==> src/rtl/speed_select_pkg.sv <==
// Shared constants for the multi-speed selection block
package speed_select_pkg;
  // Table geometry
  localparam int ENTRY_COUNT = 16;
  localparam int INDEX_W = 4;
  localparam int FREQ_W = 16;
  localparam int TERM_COUNT = 5;
  localparam int FUNC_W = 8;
  // Terminal function codes for the index bits
  localparam logic [7:0] FUNC_INDEX_BIT0 = 8'h02;
  localparam logic [7:0] FUNC_INDEX_BIT1 = 8'h03;
  localparam logic [7:0] FUNC_INDEX_BIT2 = 8'h04;
  localparam logic [7:0] FUNC_INDEX_BIT3 = 8'h05;
  // Frequency source code selecting the speed table
  localparam logic [7:0] SOURCE_MULTI_SPEED = 8'h02;
  // Register offsets (word index = byte address / 4)
  localparam logic [7:0] OFF_SPEED_ENTRY_ZERO = 8'h00;
  localparam logic [7:0] OFF_SPEED_ENTRY_FIFTEEN = 8'h3C;
  localparam logic [7:0] OFF_MAX_FREQUENCY = 8'h40;
  localparam logic [7:0] OFF_SOURCE_SELECT = 8'h44;
  localparam logic [7:0] OFF_TERM_FUNC_1 = 8'h48;
  localparam logic [7:0] OFF_OUTPUT_SETTING = 8'h5C;
  localparam logic [7:0] OFF_STATUS = 8'h60;
  localparam logic [7:0] OFF_COMMANDED = 8'h64;
  // Reset values
  localparam logic [15:0] RESET_SPEED = 16'h0000;
  localparam logic [15:0] RESET_MAX_FREQUENCY = 16'h1770;
  localparam logic [7:0] RESET_SOURCE = 8'h02;
  localparam logic [7:0] RESET_TERM_FUNC = 8'h00;
  // Status field positions
  localparam int STAT_INDEX_LSB = 0;
  localparam int STAT_RUN_BIT = 4;
  localparam int STAT_PEND_BIT = 5;
endpackage

==> src/rtl/index_if.sv <==
// Carrier between terminal decoding and the speed table
interface index_if;
  logic [3:0] index; // Registered speed index
  logic valid; // Index is settled after sync

  modport source (output index, output valid);
  modport sink (input index, input valid);
endinterface

==> src/rtl/speed_index_decode.sv <==
// Terminal synchroniser and function-based speed index decoder
module speed_index_decode (
  // Clock and reset
  input wire logic clk,
  input wire logic rst_n,
  // Terminals and their function assignments
  input wire logic [speed_select_pkg::TERM_COUNT-1:0] term,
  input wire logic [speed_select_pkg::TERM_COUNT*speed_select_pkg::FUNC_W-1:0] func_flat,
  // Decoded index
  index_if.source idx
);
  // Two-stage synchroniser per terminal
  logic [speed_select_pkg::TERM_COUNT-1:0] sync1_reg;
  logic [speed_select_pkg::TERM_COUNT-1:0] sync2_reg;
  logic [3:0] index_next;
  logic [3:0] index_reg;
  logic [1:0] settle_reg;

  // Bit of the index that a terminal function code drives
  function automatic logic [3:0] func_to_bit(input logic [7:0] code);
    logic [3:0] m;
    m = 4'h0;
    case (code)
      speed_select_pkg::FUNC_INDEX_BIT0: m = 4'h1;
      speed_select_pkg::FUNC_INDEX_BIT1: m = 4'h2;
      speed_select_pkg::FUNC_INDEX_BIT2: m = 4'h4;
      speed_select_pkg::FUNC_INDEX_BIT3: m = 4'h8;
      default: m = 4'h0;
    endcase
    return m;
  endfunction

  // Synchronise terminal levels
  always_ff @(posedge clk) begin
    if (!rst_n) begin
      sync1_reg <= '0;
      sync2_reg <= '0;
    end else begin
      sync1_reg <= term;
      sync2_reg <= sync1_reg;
    end
  end

  // OR each active terminal into the bit its function names
  always_comb begin
    index_next = 4'h0; // Unassigned bits stay zero
    for (int i = 0; i < speed_select_pkg::TERM_COUNT; i++) begin
      if (sync2_reg[i]) begin
        index_next = index_next | func_to_bit(func_flat[i*8 +: 8]);
      end
    end
  end

  // One registered index so all bits move together
  always_ff @(posedge clk) begin
    if (!rst_n) begin
      index_reg <= 4'h0;
    end else begin
      index_reg <= index_next;
    end
  end

  // Valid once the pipeline has filled after reset
  always_ff @(posedge clk) begin
    if (!rst_n) begin
      settle_reg <= 2'b00;
    end else if (settle_reg != 2'b11) begin
      settle_reg <= settle_reg + 2'b01;
    end
  end

  assign idx.index = index_reg;
  assign idx.valid = (settle_reg == 2'b11);
endmodule

==> src/rtl/multi_speed_select.sv <==
// Multi-speed table, register port and commanded frequency output
// What this block does
// - Holds sixteen target frequencies for steady running
// - Function 02 terminal is index bit 0
// - Functions 03, 04 are index bits 1, 2
// - Function 05 terminal is index bit 3
// - Decode by function, not terminal position
// - Missing index bits read as zero
// - Index zero selects entry zero
// - Index change switches output frequency on the next clock
// - Edits commit only on store command
// - Output never exceeds maximum frequency setting, except one cycle after it is lowered
// - Entries form one contiguous sixteen-word block
// - Setting register edits selected entry while stopped
//
// Design decisions made here: the plain strobed port and the register offsets.
module multi_speed_select (
  // Clock and reset
  input wire logic CLK,
  input wire logic RST_N,
  // Input terminals
  input wire logic [speed_select_pkg::TERM_COUNT-1:0] TERM_IN,
  // Run state from the run/stop logic
  input wire logic RUN_MODE,
  // Register port
  input wire logic [7:0] REG_ADDR,
  input wire logic [31:0] REG_WDATA,
  input wire logic REG_WR,
  input wire logic REG_RD,
  output logic [31:0] REG_RDATA,
  // Commanded frequency
  output logic [speed_select_pkg::FREQ_W-1:0] FREQ_CMD,
  output logic FREQ_CMD_VALID
);
  localparam int FW = speed_select_pkg::FREQ_W;

  // Speed table
  logic [FW-1:0] speed_mem [speed_select_pkg::ENTRY_COUNT];
  // Configuration registers
  logic [FW-1:0] max_freq_reg;
  logic [7:0] source_reg;
  logic [7:0] term_func_reg [speed_select_pkg::TERM_COUNT];
  logic [speed_select_pkg::TERM_COUNT*8-1:0] func_flat;
  // Pending edit of the selected entry
  logic [FW-1:0] edit_reg;
  logic edit_pend_reg;
  // Read data and outputs
  logic [31:0] rdata_reg;
  logic [31:0] rdata_next;
  logic [FW-1:0] freq_reg;
  logic [FW-1:0] freq_next;
  logic freq_valid_reg;
  logic store_hit;
  logic edit_hit;
  logic [3:0] sel;

  // Decoded index carrier
  index_if idx ();

  // Address-decoding helpers
  function automatic logic is_entry(input logic [7:0] a);
    return (a <= speed_select_pkg::OFF_SPEED_ENTRY_FIFTEEN) && (a[1:0] == 2'b00);
  endfunction

  function automatic logic is_term(input logic [7:0] a);
    return (a >= speed_select_pkg::OFF_TERM_FUNC_1) && (a[1:0] == 2'b00) &&
      (a < speed_select_pkg::OFF_TERM_FUNC_1 + 8'(4 * speed_select_pkg::TERM_COUNT));
  endfunction

  // Clamp a frequency to the maximum setting
  function automatic logic [FW-1:0] clamp(input logic [FW-1:0] f, input logic [FW-1:0] m);
    return (f > m) ? m : f;
  endfunction

  // Flatten terminal functions for the decoder
  always_comb begin
    for (int i = 0; i < speed_select_pkg::TERM_COUNT; i++) begin
      func_flat[i*8 +: 8] = term_func_reg[i];
    end
  end

  // Terminal decoder
  speed_index_decode u_decode (
    .clk(CLK),
    .rst_n(RST_N),
    .term(TERM_IN),
    .func_flat(func_flat),
    .idx(idx.source)
  );

  assign sel = idx.index;

  // Write to the setting register edits, high bit 16 asks for a store
  assign edit_hit = REG_WR && (REG_ADDR == speed_select_pkg::OFF_OUTPUT_SETTING) && !RUN_MODE;
  assign store_hit = edit_hit && REG_WDATA[16];

  // Speed table writes: direct by offset, or store through the setting
  always_ff @(posedge CLK) begin
    if (!RST_N) begin
      for (int i = 0; i < speed_select_pkg::ENTRY_COUNT; i++) begin
        speed_mem[i] <= speed_select_pkg::RESET_SPEED;
      end
    end else if (REG_WR && is_entry(REG_ADDR)) begin
      speed_mem[REG_ADDR[5:2]] <= clamp(REG_WDATA[FW-1:0], max_freq_reg);
    end else if (store_hit) begin
      // Commit edit into the currently selected entry
      speed_mem[sel] <= clamp(REG_WDATA[FW-1:0], max_freq_reg);
    end
  end

  // Edit buffer holds uncommitted value
  always_ff @(posedge CLK) begin
    if (!RST_N) begin
      edit_reg <= speed_select_pkg::RESET_SPEED;
      edit_pend_reg <= 1'b0;
    end else if (store_hit) begin
      edit_reg <= REG_WDATA[FW-1:0];
      edit_pend_reg <= 1'b0;
    end else if (edit_hit) begin
      edit_reg <= REG_WDATA[FW-1:0]; // Edit only, table unchanged
      edit_pend_reg <= 1'b1;
    end else if (RUN_MODE) begin
      edit_pend_reg <= 1'b0; // Starting to run drops an uncommitted edit
    end
  end

  // Configuration registers
  always_ff @(posedge CLK) begin
    if (!RST_N) begin
      max_freq_reg <= speed_select_pkg::RESET_MAX_FREQUENCY;
      source_reg <= speed_select_pkg::RESET_SOURCE;
    end else if (REG_WR) begin
      if (REG_ADDR == speed_select_pkg::OFF_MAX_FREQUENCY) begin
        max_freq_reg <= REG_WDATA[FW-1:0];
      end
      if (REG_ADDR == speed_select_pkg::OFF_SOURCE_SELECT) begin
        source_reg <= REG_WDATA[7:0];
      end
    end
  end

  // Terminal function assignments
  always_ff @(posedge CLK) begin
    if (!RST_N) begin
      for (int i = 0; i < speed_select_pkg::TERM_COUNT; i++) begin
        term_func_reg[i] <= speed_select_pkg::RESET_TERM_FUNC;
      end
    end else if (REG_WR && is_term(REG_ADDR)) begin
      term_func_reg[3'((REG_ADDR - speed_select_pkg::OFF_TERM_FUNC_1) >> 2)] <=
        REG_WDATA[7:0];
    end
  end

  // Read multiplexer
  always_comb begin
    rdata_next = 32'h0000_0000; // Unmapped and reserved read zero
    if (is_entry(REG_ADDR)) begin
      rdata_next = {16'h0000, speed_mem[REG_ADDR[5:2]]};
    end else if (is_term(REG_ADDR)) begin
      rdata_next = {24'h00_0000,
        term_func_reg[3'((REG_ADDR - speed_select_pkg::OFF_TERM_FUNC_1) >> 2)]};
    end else begin
      case (REG_ADDR)
        speed_select_pkg::OFF_MAX_FREQUENCY: rdata_next = {16'h0000, max_freq_reg};
        speed_select_pkg::OFF_SOURCE_SELECT: rdata_next = {24'h00_0000, source_reg};
        speed_select_pkg::OFF_OUTPUT_SETTING: begin
          // Shows the pending edit, else the selected entry
          rdata_next = {16'h0000, edit_pend_reg ? edit_reg : speed_mem[sel]};
        end
        speed_select_pkg::OFF_STATUS: begin
          rdata_next[speed_select_pkg::STAT_INDEX_LSB +: 4] = sel;
          rdata_next[speed_select_pkg::STAT_RUN_BIT] = RUN_MODE;
          rdata_next[speed_select_pkg::STAT_PEND_BIT] = edit_pend_reg;
        end
        speed_select_pkg::OFF_COMMANDED: rdata_next = {16'h0000, freq_reg};
        default: rdata_next = 32'h0000_0000;
      endcase
    end
  end

  // Read data register, valid the cycle after the strobe
  always_ff @(posedge CLK) begin
    if (!RST_N) begin
      rdata_reg <= 32'h0000_0000;
    end else if (REG_RD) begin
      rdata_reg <= rdata_next;
    end else begin
      rdata_reg <= 32'h0000_0000;
    end
  end

  // Commanded frequency: selected entry, clamped
  always_comb begin
    if (source_reg == speed_select_pkg::SOURCE_MULTI_SPEED) begin
      freq_next = clamp(speed_mem[sel], max_freq_reg);
    end else begin
      freq_next = {FW{1'b0}};
    end
  end

  // Output register follows the index every cycle
  always_ff @(posedge CLK) begin
    if (!RST_N) begin
      freq_reg <= speed_select_pkg::RESET_SPEED;
      freq_valid_reg <= 1'b0;
    end else begin
      freq_reg <= freq_next;
      freq_valid_reg <= idx.valid && (source_reg == speed_select_pkg::SOURCE_MULTI_SPEED);
    end
  end

  assign REG_RDATA = rdata_reg;
  assign FREQ_CMD = freq_reg;
  assign FREQ_CMD_VALID = freq_valid_reg;
endmodule

==> config.mk <==
export PLATFORM = sky130hd
export DESIGN_NAME = multi_speed_select
export DESIGN_NICKNAME = d
export VERILOG_FILES = /design/src/rtl/speed_select_pkg.sv /design/src/rtl/index_if.sv /design/src/rtl/speed_index_decode.sv /design/src/rtl/multi_speed_select.sv
export SDC_FILE = /design/constraint.sdc
export NUM_CORES = 1
export LEC_CHECK = 0
export BUFFER_PORTS_ARGS = -buffer_cell sky130_fd_sc_hd__buf_2
export CORE_MARGIN = 1.5
export CORE_UTILIZATION = 50
export CTS_CLUSTER_SIZE = 10
export DETAILED_ROUTE_END_ITERATION = 6
export PLACE_DENSITY = 0.7
export SYNTH_ARGS = -nofsm -noshare
export SYNTH_HDL_FRONTEND = slang
export SYNTH_HIERARCHICAL = 1
export SYNTH_SLANG_ARGS = --single-unit
==> constraint.sdc <==
create_clock -name CLK -period 3.7 [get_ports CLK]
set_clock_uncertainty 0.05 [all_clocks]
set_input_delay 0.74 -clock CLK [delete_from_list [all_inputs] [get_ports CLK]]
set_output_delay 0.74 -clock CLK [all_outputs]
set_load 0.01 [all_outputs]
Yosys cells after proc, flatten, opt, wreduce, memory -nomap -nowiden
Memory sizes are Yosys's and may differ from the RTL's. A register that Yosys moved wholly into a read port is not among the register bits.
Cells that the tools add are included.
Storage, ports and cells
  bits in registers: 106
  bits in latches: 0
  memory bits (writable): 296
  memory bits (read-only): 0
  bits of input ports: 50
  output and inout port bits: 49
  logic and storage cells: 123
  memories kept: 2
Cells by class
  add/sub/neg operators: 2
  multipliers: 0
  div/mod/pow operators: 0
  order comparisons: 5
  eq/ne operators: 28
  shift operators: 0
  mux-type cells: 46
  bitwise operators: 6
  reduce and logical (&&, ||, !) cells: 22
Memories
  speed_mem: words 16, width 16, read ports 2, clocked after Yosys merged registers in 1, wr ports 16, RTL line multi_speed_select.sv:38  | logic [FW-1:0] speed_mem [speed_select_pkg::ENTRY_COUNT];
  term_func_reg: words 5, width 8, read ports 6, clocked after Yosys merged registers in 0, wr ports 5, RTL line multi_speed_select.sv:42  | logic [7:0] term_func_reg [speed_select_pkg::TERM_COUNT];
Operators with widths (count)
  2-to-1 mux 16 bit: 9
  == test 8 x 2 -> 1 bit (second input constant): 11
  == test 8 x 3 -> 1 bit (second input constant): 10
  one-hot mux 4 bit (4 select lines): 5
  2-to-1 mux 4 bit: 12
  == test 8 x 7 -> 1 bit (second input constant): 5
  one-hot mux 10 bit (4 select lines): 1
  > comparator 16 bit: 2
  OR reduction 16 bit: 2
  one-hot mux 6 bit (5 select lines): 1
  2-to-1 mux 1 bit: 16
  bitwise OR 4 bit: 4
  logical AND 1 bit: 9
  greater-or-equal comparator 8 x 7 -> 1 bit (second input constant): 1
  <= comparator 8 x 6 -> 1 bit (second input constant): 1
  less-than comparator 8 x 7 -> 1 bit (second input constant): 1
  2-to-1 mux 8 bit: 1
  AND reduction 2 bit: 4
  OR reduction 8 bit: 1
  subtractor 5 x 4 -> 5 bit (second input constant): 1
  nonzero test 2 bit: 2
  OR reduction 4 bit: 1
  2-to-1 mux 3 bit: 1
  adder 2 x 1 -> 2 bit (second input constant): 1
  other kinds (6): 7

Depth between registers and ports, before layout
An unclocked memory read counts as a cell.
  depth in word-level cells: 13
  depth in mapped cells: 16
  gate-level depth less buffers: 11

Cells and area by module
The synthesis kept the hierarchy.
Modules (own cells, without submodules)
  multi_speed_select: instances 1, cells an instance 1551, area each 20100.5 um^2, seq. area each 11090.6 um^2
  speed_index_decode: instances 1, cells an instance 80, area each 758.2 um^2, seq. area each 320.3 um^2

Worst setup path after synthesis
Ideal clock, no wire load.
  path type: register -> register
  start: register, netlist name u_decode/idx.index[0]
  end: register freq_reg[10] (netlist: FREQ_CMD[10])
  library setup time: 0.128 ns
  arrival time: 3.695 ns
  setup slack: -0.172 ns
  stages on the path, launching flop included: 15
  buffers on the path: 4
  clock period less this slack: 3.872 ns
  cells stage by stage: dfxtp_1 -> buf_2 -> buf_1 -> mux4_2 -> a22oi_1 -> nand2_1 -> ha_1 -> nand4_1 -> nor3_1 -> a21boi_0 -> o31a_1 -> clkbuf_1 -> buf_2 -> mux2i_1 -> nor2_1
RTL lines
  end signal, assigned: RTL line multi_speed_select.sv:204  | freq_reg <= speed_select_pkg::RESET_SPEED;
  end signal, assigned: RTL line multi_speed_select.sv:207  | freq_reg <= freq_next;
  end, declared: RTL line multi_speed_select.sv:50  | logic [FW-1:0] freq_reg;

==> metrics.log <==
[metrics] Peak supply drop: 0.293 mV
[metrics] grt ovf: 0
[metrics] run status: complete, but fails checks
[metrics] latest clock arrival within the worst-skew pair: 0.61 ns
[metrics] Worst-path clk slew: 0.06 ns
[metrics] maximum clock frequency: 0.282 GHz
[metrics] cell area after placement: 22300 um^2
[metrics] DRC Markers: 12
[metrics] main combinational cell family by area after synthesis: multiplexers
[metrics] antenna violations before repair: 1
[metrics] Layout Area Growth over Synthesis: 14.3%
[metrics] number of core rows: 74
[metrics] share of the synthesized area in the top cell type: 0.461
[metrics] NetSw: 2.38 mW
[metrics] Filler Cell Count: 3200
[metrics] Yosys cell types: 73
[metrics] finished layout cell area: 23800 um^2
[metrics] final max-slew violation count: 0
[metrics] cell leakage power: 8.92 nW
[metrics] vertical extent of the die: 207 um
[metrics] drt first-iter violations: 1877
[metrics] level count of the clock H-tree: 2
[metrics] Setup violations, final: 0
[metrics] total inserted antenna cells: 0
[metrics] Compound-Gate Fraction of Synth Area: 0.0635
[metrics] kind of end point of the critical path: flip-flop
[metrics] All-Layer GR Usage: 0.270
[metrics] via density per instance: 6.30
[metrics] pin count of the biggest net entering global routing: 81
[metrics] post-synthesis async set-or-reset flop share: 0
[metrics] switching part of the total: 0.232
[metrics] number of synthesized flops with an enable pin: 320
[metrics] slack of the critical path: 0.152 ns
[metrics] clock buffers created by TritonCTS: 48
[metrics] CP Data Required Time: 4.13 ns
[metrics] Max clock buf depth: 3
[metrics] hold buffers post-CTS: 0
[metrics] Worst Hold Launch: TERM_IN[3]
[metrics] routed length per placed instance: 24.9 um
[metrics] first-pass GRT wire length: 87500 um
[metrics] post-synthesis simple-gate area fraction: 0.137
[metrics] Commonest cells post-synth: 320 x edfxtp_1, 299 x nor2_1, 147 x mux4_2
[metrics] top routing layer used: met5
[metrics] setup_tns: 0 ns
[metrics] Data arrival, critical path: 3.97 ns
[metrics] final hold violation count: 0
[metrics] biggest fanout along the worst timing path: 13
[metrics] Syn Std Cell Area: 20900 um^2
[metrics] area of the die: 43000 um^2
[metrics] Endpoint, Worst Hold: u_decode/sync1_reg[3]$_SDFF_PN0_
[metrics] port bufs: 67
[metrics] cell type with the highest aggregate area in the netlist: edfxtp_1
[metrics] Post-Place Cells: 2232
[metrics] Seq/Total Area, Yosys: 0.547
[metrics] starting density of the core: 0.509
[metrics] count of maximum capacitance violations: 0
[metrics] final core occ: 0.581
[metrics] number of flip-flops in the largest register: 256
[metrics] sequential cell fraction of total power: 0.500
[metrics] power share of the clock group: 0.423
[metrics] Worst Hold Path Cells: 2
[metrics] layout net count: 1848
[metrics] Adder-Cell Fraction of Synth Area: 0.0222
[metrics] worst reg2reg path startpoint: u_decode/idx.index[0]$_SDFF_PN0_
[metrics] xor/xnor cell area share of the yosys netlist: 0.000420
[metrics] clock root buffer: clkbuf_16
[metrics] R2R Setup Slk: 0.15 ns
[metrics] synth top area cells: edfxtp_1 46%, mux4_2 16%, dfxtp_1 8.6%
[metrics] CP startpoint kind: flip-flop
[metrics] total length of routed wires: 57700 um
[metrics] met1 routed wirelength after detailed routing: 22500 um
[metrics] slew at the pin closest to its max-slew limit: 0.749 ns
[metrics] fraction of layout instances using a drive strength above 1: 0.249
[metrics] worst relative slew slack: 0.498
[metrics] internal power consumption: 7.88 mW
[metrics] TritonCTS clock tree: yes
[metrics] Yosys reg bits: 410
[metrics] total vias in the final route: 14600
[metrics] met2 WL: 27100 um
[metrics] CORE AREA: 41000 um^2
[metrics] via count of the first global-routing pass: 14700
[metrics] worst hold path class: in -> reg
[metrics] Non-Filler Instances: 2317
[metrics] Pre-Repair DR Iteration Count: 7
[metrics] violations in the final reports: design-rule violations
[metrics] post-detailed-route count of antenna-violating nets: 0
[metrics] IO Count: 99
[metrics] most frequent cell after synthesis: edfxtp_1
[metrics] unrepaired setup endpoints after global routing: no
[metrics] Period Utilization, post-route: 0.959
[metrics] start-to-end type of the worst setup path: reg -> reg
[metrics] Reg2Reg Depth: 13
[metrics] power density over the cells: 430 nW/um^2
[metrics] Cells after Synth: 1631
[metrics] Clock Sinks: 410
[metrics] Post-Place Setup Slack: 0.0689 ns
[metrics] part of the power in combinational logic: 0.077
[metrics] HPWL Detailed: 41400 um
[metrics] Horiz. Die Dim: 207 um
[metrics] routability cong.: 0.977
[metrics] Warnings, synthesis: 6
[metrics] most used flip-flop cell after synthesis: edfxtp_1
[metrics] mean instance size in the synthesized netlist: 12.8 um^2
[metrics] post-route total power: 10.3 mW
[metrics] worst reg2reg endpoint: FREQ_CMD[6]$_SDFF_PN0_
[metrics] fraction of synthesized area in multiplexers: 0.192
[metrics] final hold slack: 0.291 ns
[metrics] final critical path time including I/O delays and setup: 3.55 ns
[metrics] met3 wire length: 6400 um
[worst max path at each step]
stage               depth (start not counted)                      end  slack [ns]                        startpoint
floorplan                                  15  FREQ_CMD[10]$_SDFF_PN0_         0.1  u_decode/idx.index[0]$_SDFF_PN0_
global placement                           12   FREQ_CMD[4]$_SDFF_PN0_        0.08  u_decode/idx.index[0]$_SDFF_PN0_
detailed placement                         12   FREQ_CMD[9]$_SDFF_PN0_        0.07  u_decode/idx.index[0]$_SDFF_PN0_
CTS                                        12   FREQ_CMD[6]$_SDFF_PN0_        0.03  u_decode/idx.index[0]$_SDFF_PN0_
global route                               14  FREQ_CMD[15]$_SDFF_PN0_        0.03  u_decode/idx.index[0]$_SDFF_PN0_
finish                                     13   FREQ_CMD[6]$_SDFF_PN0_        0.15  u_decode/idx.index[0]$_SDFF_PN0_
[cells by family (layout without fill, tap and decap cells)]
family	count (synthesis)	in the layout
xor gates and xnor gates	1	1
AOI/OAI and AO/OA	179	179
DFF	410	410
buffers and inverters	165	304
muxes	216	216
and+or+nand+nor	622	622
adders and majority gates	37	37
other	1	16
[layout by cell type (no fill, tap or decap), types with 22 or more instances in the layout]
cell | netlist | final
inv_1 | 29 | 29
clkbuf_16 | 0 | 48
a21oi_1 | 24 | 24
dfxtp_1 | 90 | 88
and3_1 | 42 | 42
ha_1 | 37 | 37
buf_2 | 25 | 65
mux4_2 | 147 | 147
a22oi_1 | 43 | 39
mux2i_1 | 65 | 65
nor2_1 | 299 | 299
edfxtp_1 | 320 | 320
buf_4 | 20 | 121
nor2b_1 | 22 | 22
nand2_1 | 143 | 141
[per-layer routing]
layer,GRT usage,vias up
met3,0.0731,106
met1,0.356,7231
li1,-,6401
met2,0.432,855
met5,0,-
met4,0.0941,2
[cell type report]
| cell class | count | area (um^2) | share of cell area |
|---|---|---|---|
| Clock inverter | 4 | 75.1 | 0.00315 |
| Sequential cell | 410 | 11400 | 0.479 |
| Multi-Input combinational cell | 1071 | 8750 | 0.367 |
| Timing Repair Buffer | 201 | 1520 | 0.0639 |
| Clock buffer | 70 | 1310 | 0.0551 |
| Tap cell | 532 | 666 | 0.0279 |
| Inverter | 29 | 109 | 0.00456 |
[critical path: stages, from the launching register on]
cell and delay (ns):
dfxtp_4 0.36, buf_6 0.18, buf_12 0.19, mux4_2 0.53, a22oi_2 0.24, nand2_2 0.14
ha_1 0.30, nor2b_1 0.13, o211ai_1 0.36, a21boi_0 0.15, o31a_1 0.33, buf_4 0.20
mux2i_1 0.19, nor2_1 0.06
[power groups by stage]
stage	Sequential, mW	Clock, mW	Combinational, mW
2_1_floorplan	5.21	0	0.480
3_3_place_gp	5.22	0	0.758
3_5_place_dp	5.23	0	0.772
4_1_cts	5.13	4.39	0.776
5_1_grt	5.15	4.55	0.830
6_report	5.14	4.34	0.787
[timing repair]
item	in CTS	in global routing
setup endpoints to repair	0	16
hold endpoints to repair	0	0
setup buffers	0	11
gates resized for setup	0	8
Note: power is estimated with default switching activity, not from simulation.
